<file path="config.mk">
export PLATFORM = sky130hd
export DESIGN_NAME = cam_counter_array
export DESIGN_NICKNAME = d
export VERILOG_FILES = /design/src/cam_pkg.sv /design/src/cam_counter_array.sv
export VERILOG_INCLUDE_DIRS = /design/src /design/src/src
export SDC_FILE = /design/constraint.sdc
export NUM_CORES = 1
export LEC_CHECK = 0
export ABC_AREA = 0
export BUFFER_PORTS_ARGS = -buffer_cell sky130_fd_sc_hd__buf_2
export CELL_PAD_IN_SITES_DETAIL_PLACEMENT = 1
export CELL_PAD_IN_SITES_GLOBAL_PLACEMENT = 2
export CORE_UTILIZATION = 43
export DETAILED_ROUTE_END_ITERATION = 10
export PLACE_DENSITY_LB_ADDON = 0.1
export SLEW_MARGIN = 20
export SYNTH_ARGS = -nofsm -noshare
export SYNTH_HDL_FRONTEND = slang
export SYNTH_SLANG_ARGS = --single-unit
</file>
<file path="constraint.sdc">
create_clock -name ref_clk_i -period 7.53 [get_ports ref_clk_i]
set_input_delay 2.259 -clock ref_clk_i [delete_from_list [all_inputs] [get_ports ref_clk_i]]
set_output_delay 2.259 -clock ref_clk_i [all_outputs]
set_load 0.03 [all_outputs]
</file>
<file path="src/cam_defines.svh">
`ifndef CAM_DEFINES_SVH
`define CAM_DEFINES_SVH

// register offsets on the special function register port
`define CAM_CTRL_ADDR     8'hD8
`define CAM_MCTL_ADDR     8'hD9
`define CAM_MODE_BASE     8'hDA
`define CAM_CNT_LO_ADDR   8'hE9
`define CAM_CNT_HI_ADDR   8'hF9
`define CAM_CMP_LO_BASE   8'hEA
`define CAM_CMP_HI_BASE   8'hFA

// counter mode control fields
`define CAM_MCTL_IDLE_BIT 7
`define CAM_MCTL_WDT_BIT  6
`define CAM_MCTL_SRC_HI   2
`define CAM_MCTL_SRC_LO   1
`define CAM_MCTL_OIE_BIT  0
`define CAM_MCTL_MASK     8'hC7
`define CAM_MCTL_RESET    8'h00

// counter control register fields
`define CAM_CTRL_OVF_BIT  7
`define CAM_CTRL_RUN_BIT  6

// module function control fields
`define CAM_MODE_IRQ_BIT  0
`define CAM_MODE_PWM_BIT  1
`define CAM_MODE_TGL_BIT  2
`define CAM_MODE_MCH_BIT  3
`define CAM_MODE_FALL_BIT 4
`define CAM_MODE_RISE_BIT 5
`define CAM_MODE_COM_BIT  6
`define CAM_MODE_MASK     8'h7F
`define CAM_MODE_RESET    8'h00

// prescaler divide ratios in oscillator cycles
`define CAM_DIV_SLOW      4'hC
`define CAM_DIV_SLOW_DS   4'h6
`define CAM_DIV_FAST      4'h4
`define CAM_DIV_FAST_DS   4'h2

// module that doubles as the watchdog
`define CAM_WDT_MODULE    4

`endif

</file>
<file path="src/cam_pkg.sv">
package cam_pkg;

  typedef enum logic [1:0] {
    CAM_SRC_SLOW,
    CAM_SRC_FAST,
    CAM_SRC_T0_OVF,
    CAM_SRC_EXT
  } cam_src_type;

  typedef struct packed {
    logic [7:0] addr;
    logic       wr;
    logic       rd;
    logic [7:0] wdata;
  } cam_sfr_req_type;

endpackage : cam_pkg

</file>
<file path="src/cam_counter_array.sv">
`timescale 1ns/1ps
`include "cam_defines.svh"

module cam_counter_array #(
  parameter int NUM_MODULES = 5
) (
  input  wire logic                     ref_clk_i,
  input  wire logic                     srst_i,
  input  wire cam_pkg::cam_sfr_req_type sfr_i,
  output logic [7:0]                    sfr_rdata_o,
  input  wire logic                     double_speed_i,
  input  wire logic                     idle_i,
  input  wire logic                     timer0_ovf_i,
  input  wire logic                     external_count_input_i,
  input  wire logic [NUM_MODULES-1:0]   module_input_pin_i,
  output logic [NUM_MODULES-1:0]        module_output_pin_o,
  output logic                          irq_o,
  output logic                          watchdog_reset_o
);
  import cam_pkg::*;

  if (NUM_MODULES < 5 || NUM_MODULES > 6)
  begin : g_bad_count
    $error("cam_counter_array: NUM_MODULES must be 5 or 6");
  end

  logic [7:0]             mode_ctl;
  logic [7:0]             mode [NUM_MODULES];
  logic [15:0]            cmp [NUM_MODULES];
  logic [15:0]            cnt;
  logic                   run;
  logic                   ovf_flag;
  logic [NUM_MODULES-1:0] evt_flag;
  logic [3:0]             div_cnt;
  logic [3:0]             div_limit;
  logic                   div_tick;
  logic [2:0]             ext_sync;
  logic [NUM_MODULES-1:0] pin_s1;
  logic [NUM_MODULES-1:0] pin_s2;
  logic [NUM_MODULES-1:0] pin_q;
  logic                   cnt_moved;
  logic                   src_tick;
  logic                   count_en;
  logic                   ovf_set;
  logic [NUM_MODULES-1:0] match;
  logic [NUM_MODULES-1:0] cap_ev;
  logic [NUM_MODULES-1:0] evt_set;
  cam_src_type            src;

  assign src = cam_src_type'(mode_ctl[`CAM_MCTL_SRC_HI:`CAM_MCTL_SRC_LO]);

  // prescaler for the internal clock sources
  always_comb
  begin
    if (src == CAM_SRC_SLOW)
      div_limit = double_speed_i ? `CAM_DIV_SLOW_DS : `CAM_DIV_SLOW;
    else
      div_limit = double_speed_i ? `CAM_DIV_FAST_DS : `CAM_DIV_FAST;
  end

  assign div_tick = (div_cnt >= div_limit - 4'h1);

  always_ff @(posedge ref_clk_i)
  begin
    if (srst_i || div_tick)
      div_cnt <= 4'h0;
    else
      div_cnt <= div_cnt + 4'h1;
  end

  // pin synchronisers; stage 3 only feeds the edge detectors
  always_ff @(posedge ref_clk_i)
  begin
    ext_sync <= {ext_sync[1:0], external_count_input_i};
    pin_s1   <= module_input_pin_i;
    pin_s2   <= pin_s1;
    pin_q    <= pin_s2;
  end

  always_comb
  begin
    case (src)
      CAM_SRC_SLOW:   src_tick = div_tick;
      CAM_SRC_FAST:   src_tick = div_tick;
      CAM_SRC_T0_OVF: src_tick = timer0_ovf_i;
      default:        src_tick = ext_sync[2] & ~ext_sync[1];
    endcase
  end

  assign count_en = run && src_tick && !(idle_i && mode_ctl[`CAM_MCTL_IDLE_BIT]);
  assign ovf_set  = count_en && (cnt == 16'hFFFF);

  always_ff @(posedge ref_clk_i)
  begin
    if (srst_i)
    begin
      cnt       <= 16'h0000;
      cnt_moved <= 1'b0;
    end
    else
    begin
      cnt_moved <= count_en;
      if (count_en)
        cnt <= cnt + 16'h0001;
    end
  end

  // per-module match, capture and event detection
  always_comb
  begin
    for (int n = 0; n < NUM_MODULES; n++)
    begin
      match[n]   = cnt_moved && mode[n][`CAM_MODE_COM_BIT] && (cnt == cmp[n]);
      cap_ev[n]  = (mode[n][`CAM_MODE_RISE_BIT] && pin_s2[n] && !pin_q[n])
                || (mode[n][`CAM_MODE_FALL_BIT] && !pin_s2[n] && pin_q[n]);
      evt_set[n] = (match[n] && mode[n][`CAM_MODE_MCH_BIT]) || cap_ev[n];
    end
  end

  // counter mode control register
  always_ff @(posedge ref_clk_i)
  begin
    if (srst_i)
      mode_ctl <= `CAM_MCTL_RESET;
    else if (sfr_i.wr && sfr_i.addr == `CAM_MCTL_ADDR)
      mode_ctl <= sfr_i.wdata & `CAM_MCTL_MASK;
  end

  // flags: hardware set wins over a software clear in the same cycle
  always_ff @(posedge ref_clk_i)
  begin
    if (srst_i)
    begin
      run      <= 1'b0;
      ovf_flag <= 1'b0;
      evt_flag <= '0;
    end
    else if (sfr_i.wr && sfr_i.addr == `CAM_CTRL_ADDR)
    begin
      run      <= sfr_i.wdata[`CAM_CTRL_RUN_BIT];
      ovf_flag <= sfr_i.wdata[`CAM_CTRL_OVF_BIT] | ovf_set;
      evt_flag <= sfr_i.wdata[NUM_MODULES-1:0] | evt_set;
    end
    else
    begin
      ovf_flag <= ovf_flag | ovf_set;
      evt_flag <= evt_flag | evt_set;
    end
  end

  // module mode and compare/capture registers
  always_ff @(posedge ref_clk_i)
  begin
    for (int n = 0; n < NUM_MODULES; n++)
    begin
      if (srst_i)
      begin
        mode[n] <= `CAM_MODE_RESET;
        cmp[n]  <= 16'h0000;
      end
      else
      begin
        if (sfr_i.wr && sfr_i.addr == `CAM_MODE_BASE + 8'(n))
          mode[n] <= sfr_i.wdata & `CAM_MODE_MASK;
        else if (sfr_i.wr && sfr_i.addr == `CAM_CMP_LO_BASE + 8'(n))
          mode[n][`CAM_MODE_COM_BIT] <= 1'b0;
        else if (sfr_i.wr && sfr_i.addr == `CAM_CMP_HI_BASE + 8'(n))
          mode[n][`CAM_MODE_COM_BIT] <= 1'b1;
        if (cap_ev[n])
          cmp[n] <= cnt;
        else if (sfr_i.wr && sfr_i.addr == `CAM_CMP_LO_BASE + 8'(n))
          cmp[n][7:0] <= sfr_i.wdata;
        else if (sfr_i.wr && sfr_i.addr == `CAM_CMP_HI_BASE + 8'(n))
          cmp[n][15:8] <= sfr_i.wdata;
      end
    end
  end

  // output pins: pwm level or toggle on match
  always_ff @(posedge ref_clk_i)
  begin
    for (int n = 0; n < NUM_MODULES; n++)
    begin
      if (srst_i)
        module_output_pin_o[n] <= 1'b1;
      else if (mode[n][`CAM_MODE_PWM_BIT] && mode[n][`CAM_MODE_COM_BIT])
        module_output_pin_o[n] <= (cnt[7:0] >= cmp[n][15:8]);
      else if (match[n] && mode[n][`CAM_MODE_TGL_BIT])
        module_output_pin_o[n] <= !module_output_pin_o[n];
    end
  end

  // interrupt request and watchdog reset
  always_ff @(posedge ref_clk_i)
  begin
    if (srst_i)
    begin
      irq_o            <= 1'b0;
      watchdog_reset_o <= 1'b0;
    end
    else
    begin
      irq_o <= (ovf_flag && mode_ctl[`CAM_MCTL_OIE_BIT])
            || |(evt_flag & irq_enables(mode));
      watchdog_reset_o <= mode_ctl[`CAM_MCTL_WDT_BIT] && match[`CAM_WDT_MODULE];
    end
  end

  function automatic logic [NUM_MODULES-1:0] irq_enables(input logic [7:0] m [NUM_MODULES]);
    logic [NUM_MODULES-1:0] e;
    e = '0;
    for (int n = 0; n < NUM_MODULES; n++)
      e[n] = m[n][`CAM_MODE_IRQ_BIT];
    return e;
  endfunction : irq_enables

  // register read port, data one cycle after the strobe
  always_ff @(posedge ref_clk_i)
  begin
    if (srst_i)
      sfr_rdata_o <= 8'h00;
    else if (sfr_i.rd)
    begin
      sfr_rdata_o <= 8'h00;
      if (sfr_i.addr == `CAM_MCTL_ADDR)
        sfr_rdata_o <= mode_ctl;
      else if (sfr_i.addr == `CAM_CTRL_ADDR)
        sfr_rdata_o <= 8'({ovf_flag, run, 6'h00}) | 8'(evt_flag);
      else if (sfr_i.addr == `CAM_CNT_LO_ADDR)
        sfr_rdata_o <= cnt[7:0];
      else if (sfr_i.addr == `CAM_CNT_HI_ADDR)
        sfr_rdata_o <= cnt[15:8];
      else
        for (int n = 0; n < NUM_MODULES; n++)
        begin
          if (sfr_i.addr == `CAM_MODE_BASE + 8'(n))
            sfr_rdata_o <= mode[n];
          if (sfr_i.addr == `CAM_CMP_LO_BASE + 8'(n))
            sfr_rdata_o <= cmp[n][7:0];
          if (sfr_i.addr == `CAM_CMP_HI_BASE + 8'(n))
            sfr_rdata_o <= cmp[n][15:8];
        end
    end
  end
endmodule : cam_counter_array

</file>
# After elaboration in Yosys (flattened, before gate mapping)
# Memories as Yosys holds them, arrays and structs flattened.
# Cells that the tools add are included.
[op_classes]
bitwise = 23
n_eq_ne = 27
mux = 127
n_lt_le_gt_ge = 6
n_addsub = 3
reduce_logical = 109
[ops]
columns = ["op", "n"]
rows = [
  ["$mux W8", 28],
  ["$eq A8 B8 Y1 const B", 19],
  ["$mux W1", 88],
  ["$eq A16 B16 Y1", 5],
  ["$mux W16", 5],
  ["$logic_and A1 B1 Y1", 68],
  ["$ge A8 B8 Y1", 5],
  ["$or A1 B1 Y1", 17],
  ["$add A16 B1 Y16 const B", 1],
  ["$eq A16 B16 Y1 const B", 1],
  ["$logic_not A1 Y1", 16],
  ["$reduce_bool A3 Y1", 5],
  ["$logic_or A1 B1 Y1", 12],
  ["$or A5 B5 Y5", 2],
  ["$reduce_bool A2 Y1", 5],
  ["$mux W4", 2],
  ["$or A8 B5 Y8", 1],
  ["$mux W7", 1],
  ["$and A5 B5 Y5", 1],
  ["$mux W5", 1],
  ["$reduce_or A5 Y1", 1],
  ["$add A4 B1 Y4 const B", 1],
  ["$ge A4 B4 Y1", 1],
  ["$sub A4 B1 Y4 const B", 1],
  ["8 further kinds", 8],
]
[word_totals]
ram_bits = 80
output_inout_bits = 15
mem_count = 1
reg_bits = 101
in_bits = 29
[mem_list]
columns = ["name", "depth", "width", "read_ports", "rd_ports_with_merged_regs", "wr", "line", "source"]
rows = [
  ["cmp", 5, 16, 5, 0, 5, "cam_counter_array.sv:29", "logic [15:0] cmp [NUM_MODULES];"],
]

# Logic depth before layout (Yosys ltp)
[depth]
ltp_word = 20
mapped_depth = 10
mapped_depth_nobuf = 8

# Worst setup path before layout
# OpenSTA, ideal clock, no wires.
[synth_timing]
path_type = "input to register"
from = "input port sfr_i[13] (netlist bit)"
to = "memory cmp[4][0], enable pin"
n_path_buf = 4
path_slack_ps = 3365
required_time_ps = 7146
path_stages = 6
arrival_time_ps = 3781
setup_ps = 384
cell_sequence = "buf_2 -> buf_2 -> nand4b_1 -> buf_2 -> buf_2 -> o21ai_0"
[synth_rtl]
columns = ["element", "line", "source"]
rows = [
  ["start, declared", "cam_counter_array.sv:9", "input wire cam_pkg::cam_sfr_req_type sfr_i,"],
  ["end, declared", "cam_counter_array.sv:29", ""],
]

==> summary.txt <==
Power
  • Peak supply drop: 0.000136 V
  • Total power divided by cell area: 179 mW/mm2
  • Leakage Power: 4.64 nW

Clock network
  • Number of buffers on the longest clock path: 2
  • Number of buffers inserted to repair setup after CTS: 0
  • Number of gates given a new drive strength after cts: 0
  • Clock net sink count: 181
  • Clock buffers created by TritonCTS: 17
  • Number of H-tree branching levels: 4
  • Clock slew at reported path FFs: 0.08 ns
  • Number of hold buffers added after CTS: 0
  • TritonCTS clock tree: done
  • Clock root cell: sky130_fd_sc_hd__clkbuf_16
  • Clk_lat worst skew: 0.44 ns

Finish
  • Design area: 0.0123 mm2
  • Layout net count: 1,282
  • Fraction of layout instances using a drive strength above 1: 11.1%
  • Area growth from synthesis to layout: 8.37%
  • ANT cells: 0
  • Number of filler cells placed in the layout: 2,985

Drt
  • Detailed-route wire length: 43,600 um
  • DRC violation count after routing: 0
  • Average via count per standard cell: 6.49
  • Number of nets still failing antenna checks after routing: 0
  • Routed vias: 10.1k
  • Average wire length per cell after detail routing: 28.0 um
  • Pre-Repair DR Iteration Count: 5
  • Number of violations reported at the end of detailed-routing iteration 0: 803

Floorplanning
  • Total number of placement rows: 59
  • Top-level I/O count: 44
  • Die outline area: 0.0270 mm2
  • DIE WIDTH: 164 um
  • Die extent in y: 164 um
  • Initial core utilization: 43.6%
  • Core footprint: 0.0260 mm2

Yosys
  • Post-synthesis sequential area ratio: 39.0%
  • Fraction of the mapped netlist area in compound gates: 20.5%
  • Main combinational cell family by area after synthesis: compound AO/OA/AOI/OAI gates
  • Top_reg_cell synth: sky130_fd_sc_hd__dfxtp_1
  • Synth Area in Adders: 4.97%
  • Total of flip-flops plus latches after synthesis: 181
  • Proportion of synthesized area in mux cells: 3.75%
  • Count of flip-flops with a built-in enable after synthesis: 80
  • Mapped Avg Cell Area: 9.24 um2
  • Share of async-settable or async-resettable flops after synthesis: 0%
  • Yosys warnings: 0
  • Cell count after synthesis: 1,227
  • Simple-gate portion of the synthesized area: 17.9%
  • Area share of xor/xnor cells in the synthesized design: 7.88%
  • Netlist Area Pre-Place: 0.0113 mm2
  • Distinct cell type count of the synthesized netlist: 79
  • Number of nets in the synthesized netlist: 1,301

STA
  • Post-Route Setup TNS: 0 ns
  • Worst setup skew after layout: 0.0150 ns
  • Max_slew headroom: 23.3%
  • # setup viols final: 0
  • Slew at the pin closest to its max-slew limit: 1.14 ns
  • Min Tclk post-route: 5.07 ns
  • Unrepaired setup endpoints after global routing: no
  • Final hold vios: 0
  • Number of pins with negative max-slew slack in the final report: 0
  • Max Clk Rate: 0.197 GHz
  • Final worst-path cycle share: 67.3%

Setup path
  • Nature of the critical path endpoint: register
  • Arrival time at the worst endpoint: 5.13 ns
  • Crit Path Class: input pin to register
  • Crit Path Max Fanout: 40
  • Data required time at the worst endpoint: 7.59 ns
  • Critical path startpoint category: input pin

Outcome
  • Outcome: complete, no violations

Placed design
  • Gp weighted congestion: 0.898
  • Area post-placement: 0.0117 mm2
  • DP HPWL: 30,000 um
  • Port buffer count: 43

GRT
  • Global-route wire length before repair: 64,100 um
  • Gr ovfl total: 0
  • Combined global-route utilization of all metal layers: 33.2%
  • Number of global-route vias before repair: 9,990
  • Number of antenna violations at the first check in global routing: 0
  • Pin count of the biggest net entering global routing: 62

Hold path
  • Path class of the lowest-slack min-delay path: register to register

Job
  • Number of max-cap violations: 0
==> cell type report <==
| cell class | count | area, um2 | share of cell area [%] |
|---|---|---|---|
| Clock buffer | 23 | 522 | 4.25 |
| Clock inverter | 9 | 75.1 | 0.611 |
| Inverter | 48 | 180 | 1.47 |
| Multi-Input combinational cell | 890 | 6240 | 50.8 |
| Sequential cell | 181 | 4420 | 36.0 |
| Tap cell | 335 | 419 | 3.41 |
| Timing Repair Buffer | 70 | 420 | 3.42 |
==> sequential cells by signal (all words and copies together) (netlist names), 8 cells and up <==
signal / cells
cmp: 80
cnt: 16
mode: 35
sfr_rdata_o: 8
==> worst max-delay path: stages <==
cell and delay, ns:
sky130_fd_sc_hd__buf_2 0.29, sky130_fd_sc_hd__buf_4 0.44, sky130_fd_sc_hd__and4b_1 0.65, sky130_fd_sc_hd__nand2_1 0.43, sky130_fd_sc_hd__o21ai_0 1.02
==> routing by layer <==
layer,track usage (%),up-vias,wire length [um],part of all wire (%)
li1,-,4497,-,-
met1,42.1,5059,18300,42
met2,54.5,424,20500,47
met3,4.87,113,2610,6.0
met4,17.6,0,2170,5.0
met5,0,-,0,0
==> power breakdown <==
| part | total [W] | leakage, nW | switching [W] | internal, W |
|---|---|---|---|---|
| Clock | 0.000920 | 0.293 | 0.000421 | 0.000499 |
| Combinational | 0.000196 | 2.75 | 0.000135 | 0.0000603 |
| Sequential | 0.00108 | 1.60 | 0.0000297 | 0.00105 |
| Total | 0.00220 | 4.64 | 0.000586 | 0.00161 |
==> cells in the final DEF (no fill, tap or decap), types with 48 or more instances in the layout <==
master / Yosys / final
sky130_fd_sc_hd__nand3_1: 49 / 49
sky130_fd_sc_hd__nor2_1: 92 / 91
sky130_fd_sc_hd__inv_1: 48 / 48
sky130_fd_sc_hd__a21oi_1: 57 / 57
sky130_fd_sc_hd__nand2_1: 78 / 78
sky130_fd_sc_hd__o21ai_0: 57 / 54
sky130_fd_sc_hd__dfxtp_1: 101 / 101
sky130_fd_sc_hd__a22o_1: 82 / 82
sky130_fd_sc_hd__xnor2_1: 66 / 66
sky130_fd_sc_hd__edfxtp_1: 80 / 80
==> metrics by stage <==
step	power [W]	std cells	hold slack (ns)	utilization, %	setup WS [ns]
after floorplan	0.00122	1227	0.310	-	3.36
after global placement	0.00129	1524	0.310	44.9	2.28
after detailed placement	0.00130	1524	0.313	44.9	2.15
after CTS	0.00221	1556	0.325	47.2	2.60
after global routing	0.00225	1556	0.331	47.3	2.39
final	0.00220	1556	0.325	47.3	2.46
==> path summary, 6_finish.rpt <==
path         startpoint                     end  slack (ns)  depth (start not counted)
max           sfr_i[15]               cmp[1][1]        2.46                          5
min           pin_s1[2]               pin_s2[2]        0.33                          0
max reg2reg      cnt[0]  module_output_pin_o[0]        4.70                          8
min reg2reg   pin_s1[2]               pin_s2[2]        0.33                          0
==> synth_stat cells (all sizes together) (5+ instances only) <==
library cell	count	share of area, %
xor2	36	2.8
nand4b	5	0.71
a22oi	11	0.73
a21oi	57	2.5
nand3	49	2.2
clkbuf	56	1.9
dfxtp	101	18
mux2	11	1.2
xnor2	66	5.1
o21ai	61	2.7
edfxtp	80	21
ha	45	5.0
o211ai	8	0.53
a211oi	21	1.5
a22o	82	6.3
nand4	28	1.5
o32ai	5	0.39
inv	48	1.6
a31oi	15	0.83
nor3b	5	0.33
and3	10	0.55
nand2b	14	0.77
and4b	7	0.62
o22ai	18	0.99
nand2	79	2.7
nor4	14	1.1
buf	52	2.5
mux2i	29	2.6
nor2	93	3.2
nand3b	10	0.66
nor2b	18	0.99
nor3	21	0.93
a2bb2oi	6	0.46
==> cells by family (layout without fill, tap and decap cells) <==
logic type,after synthesis,after routing
AOI/OAI and AO/OA,329,329
adders and majority gates,45,45
and+or+nand+nor,374,374
DFF,181,181
buffers and inverters,156,150
xor gates and xnor gates,102,102
muxes,40,40
Note: power is estimated with default switching activity, not from simulation.
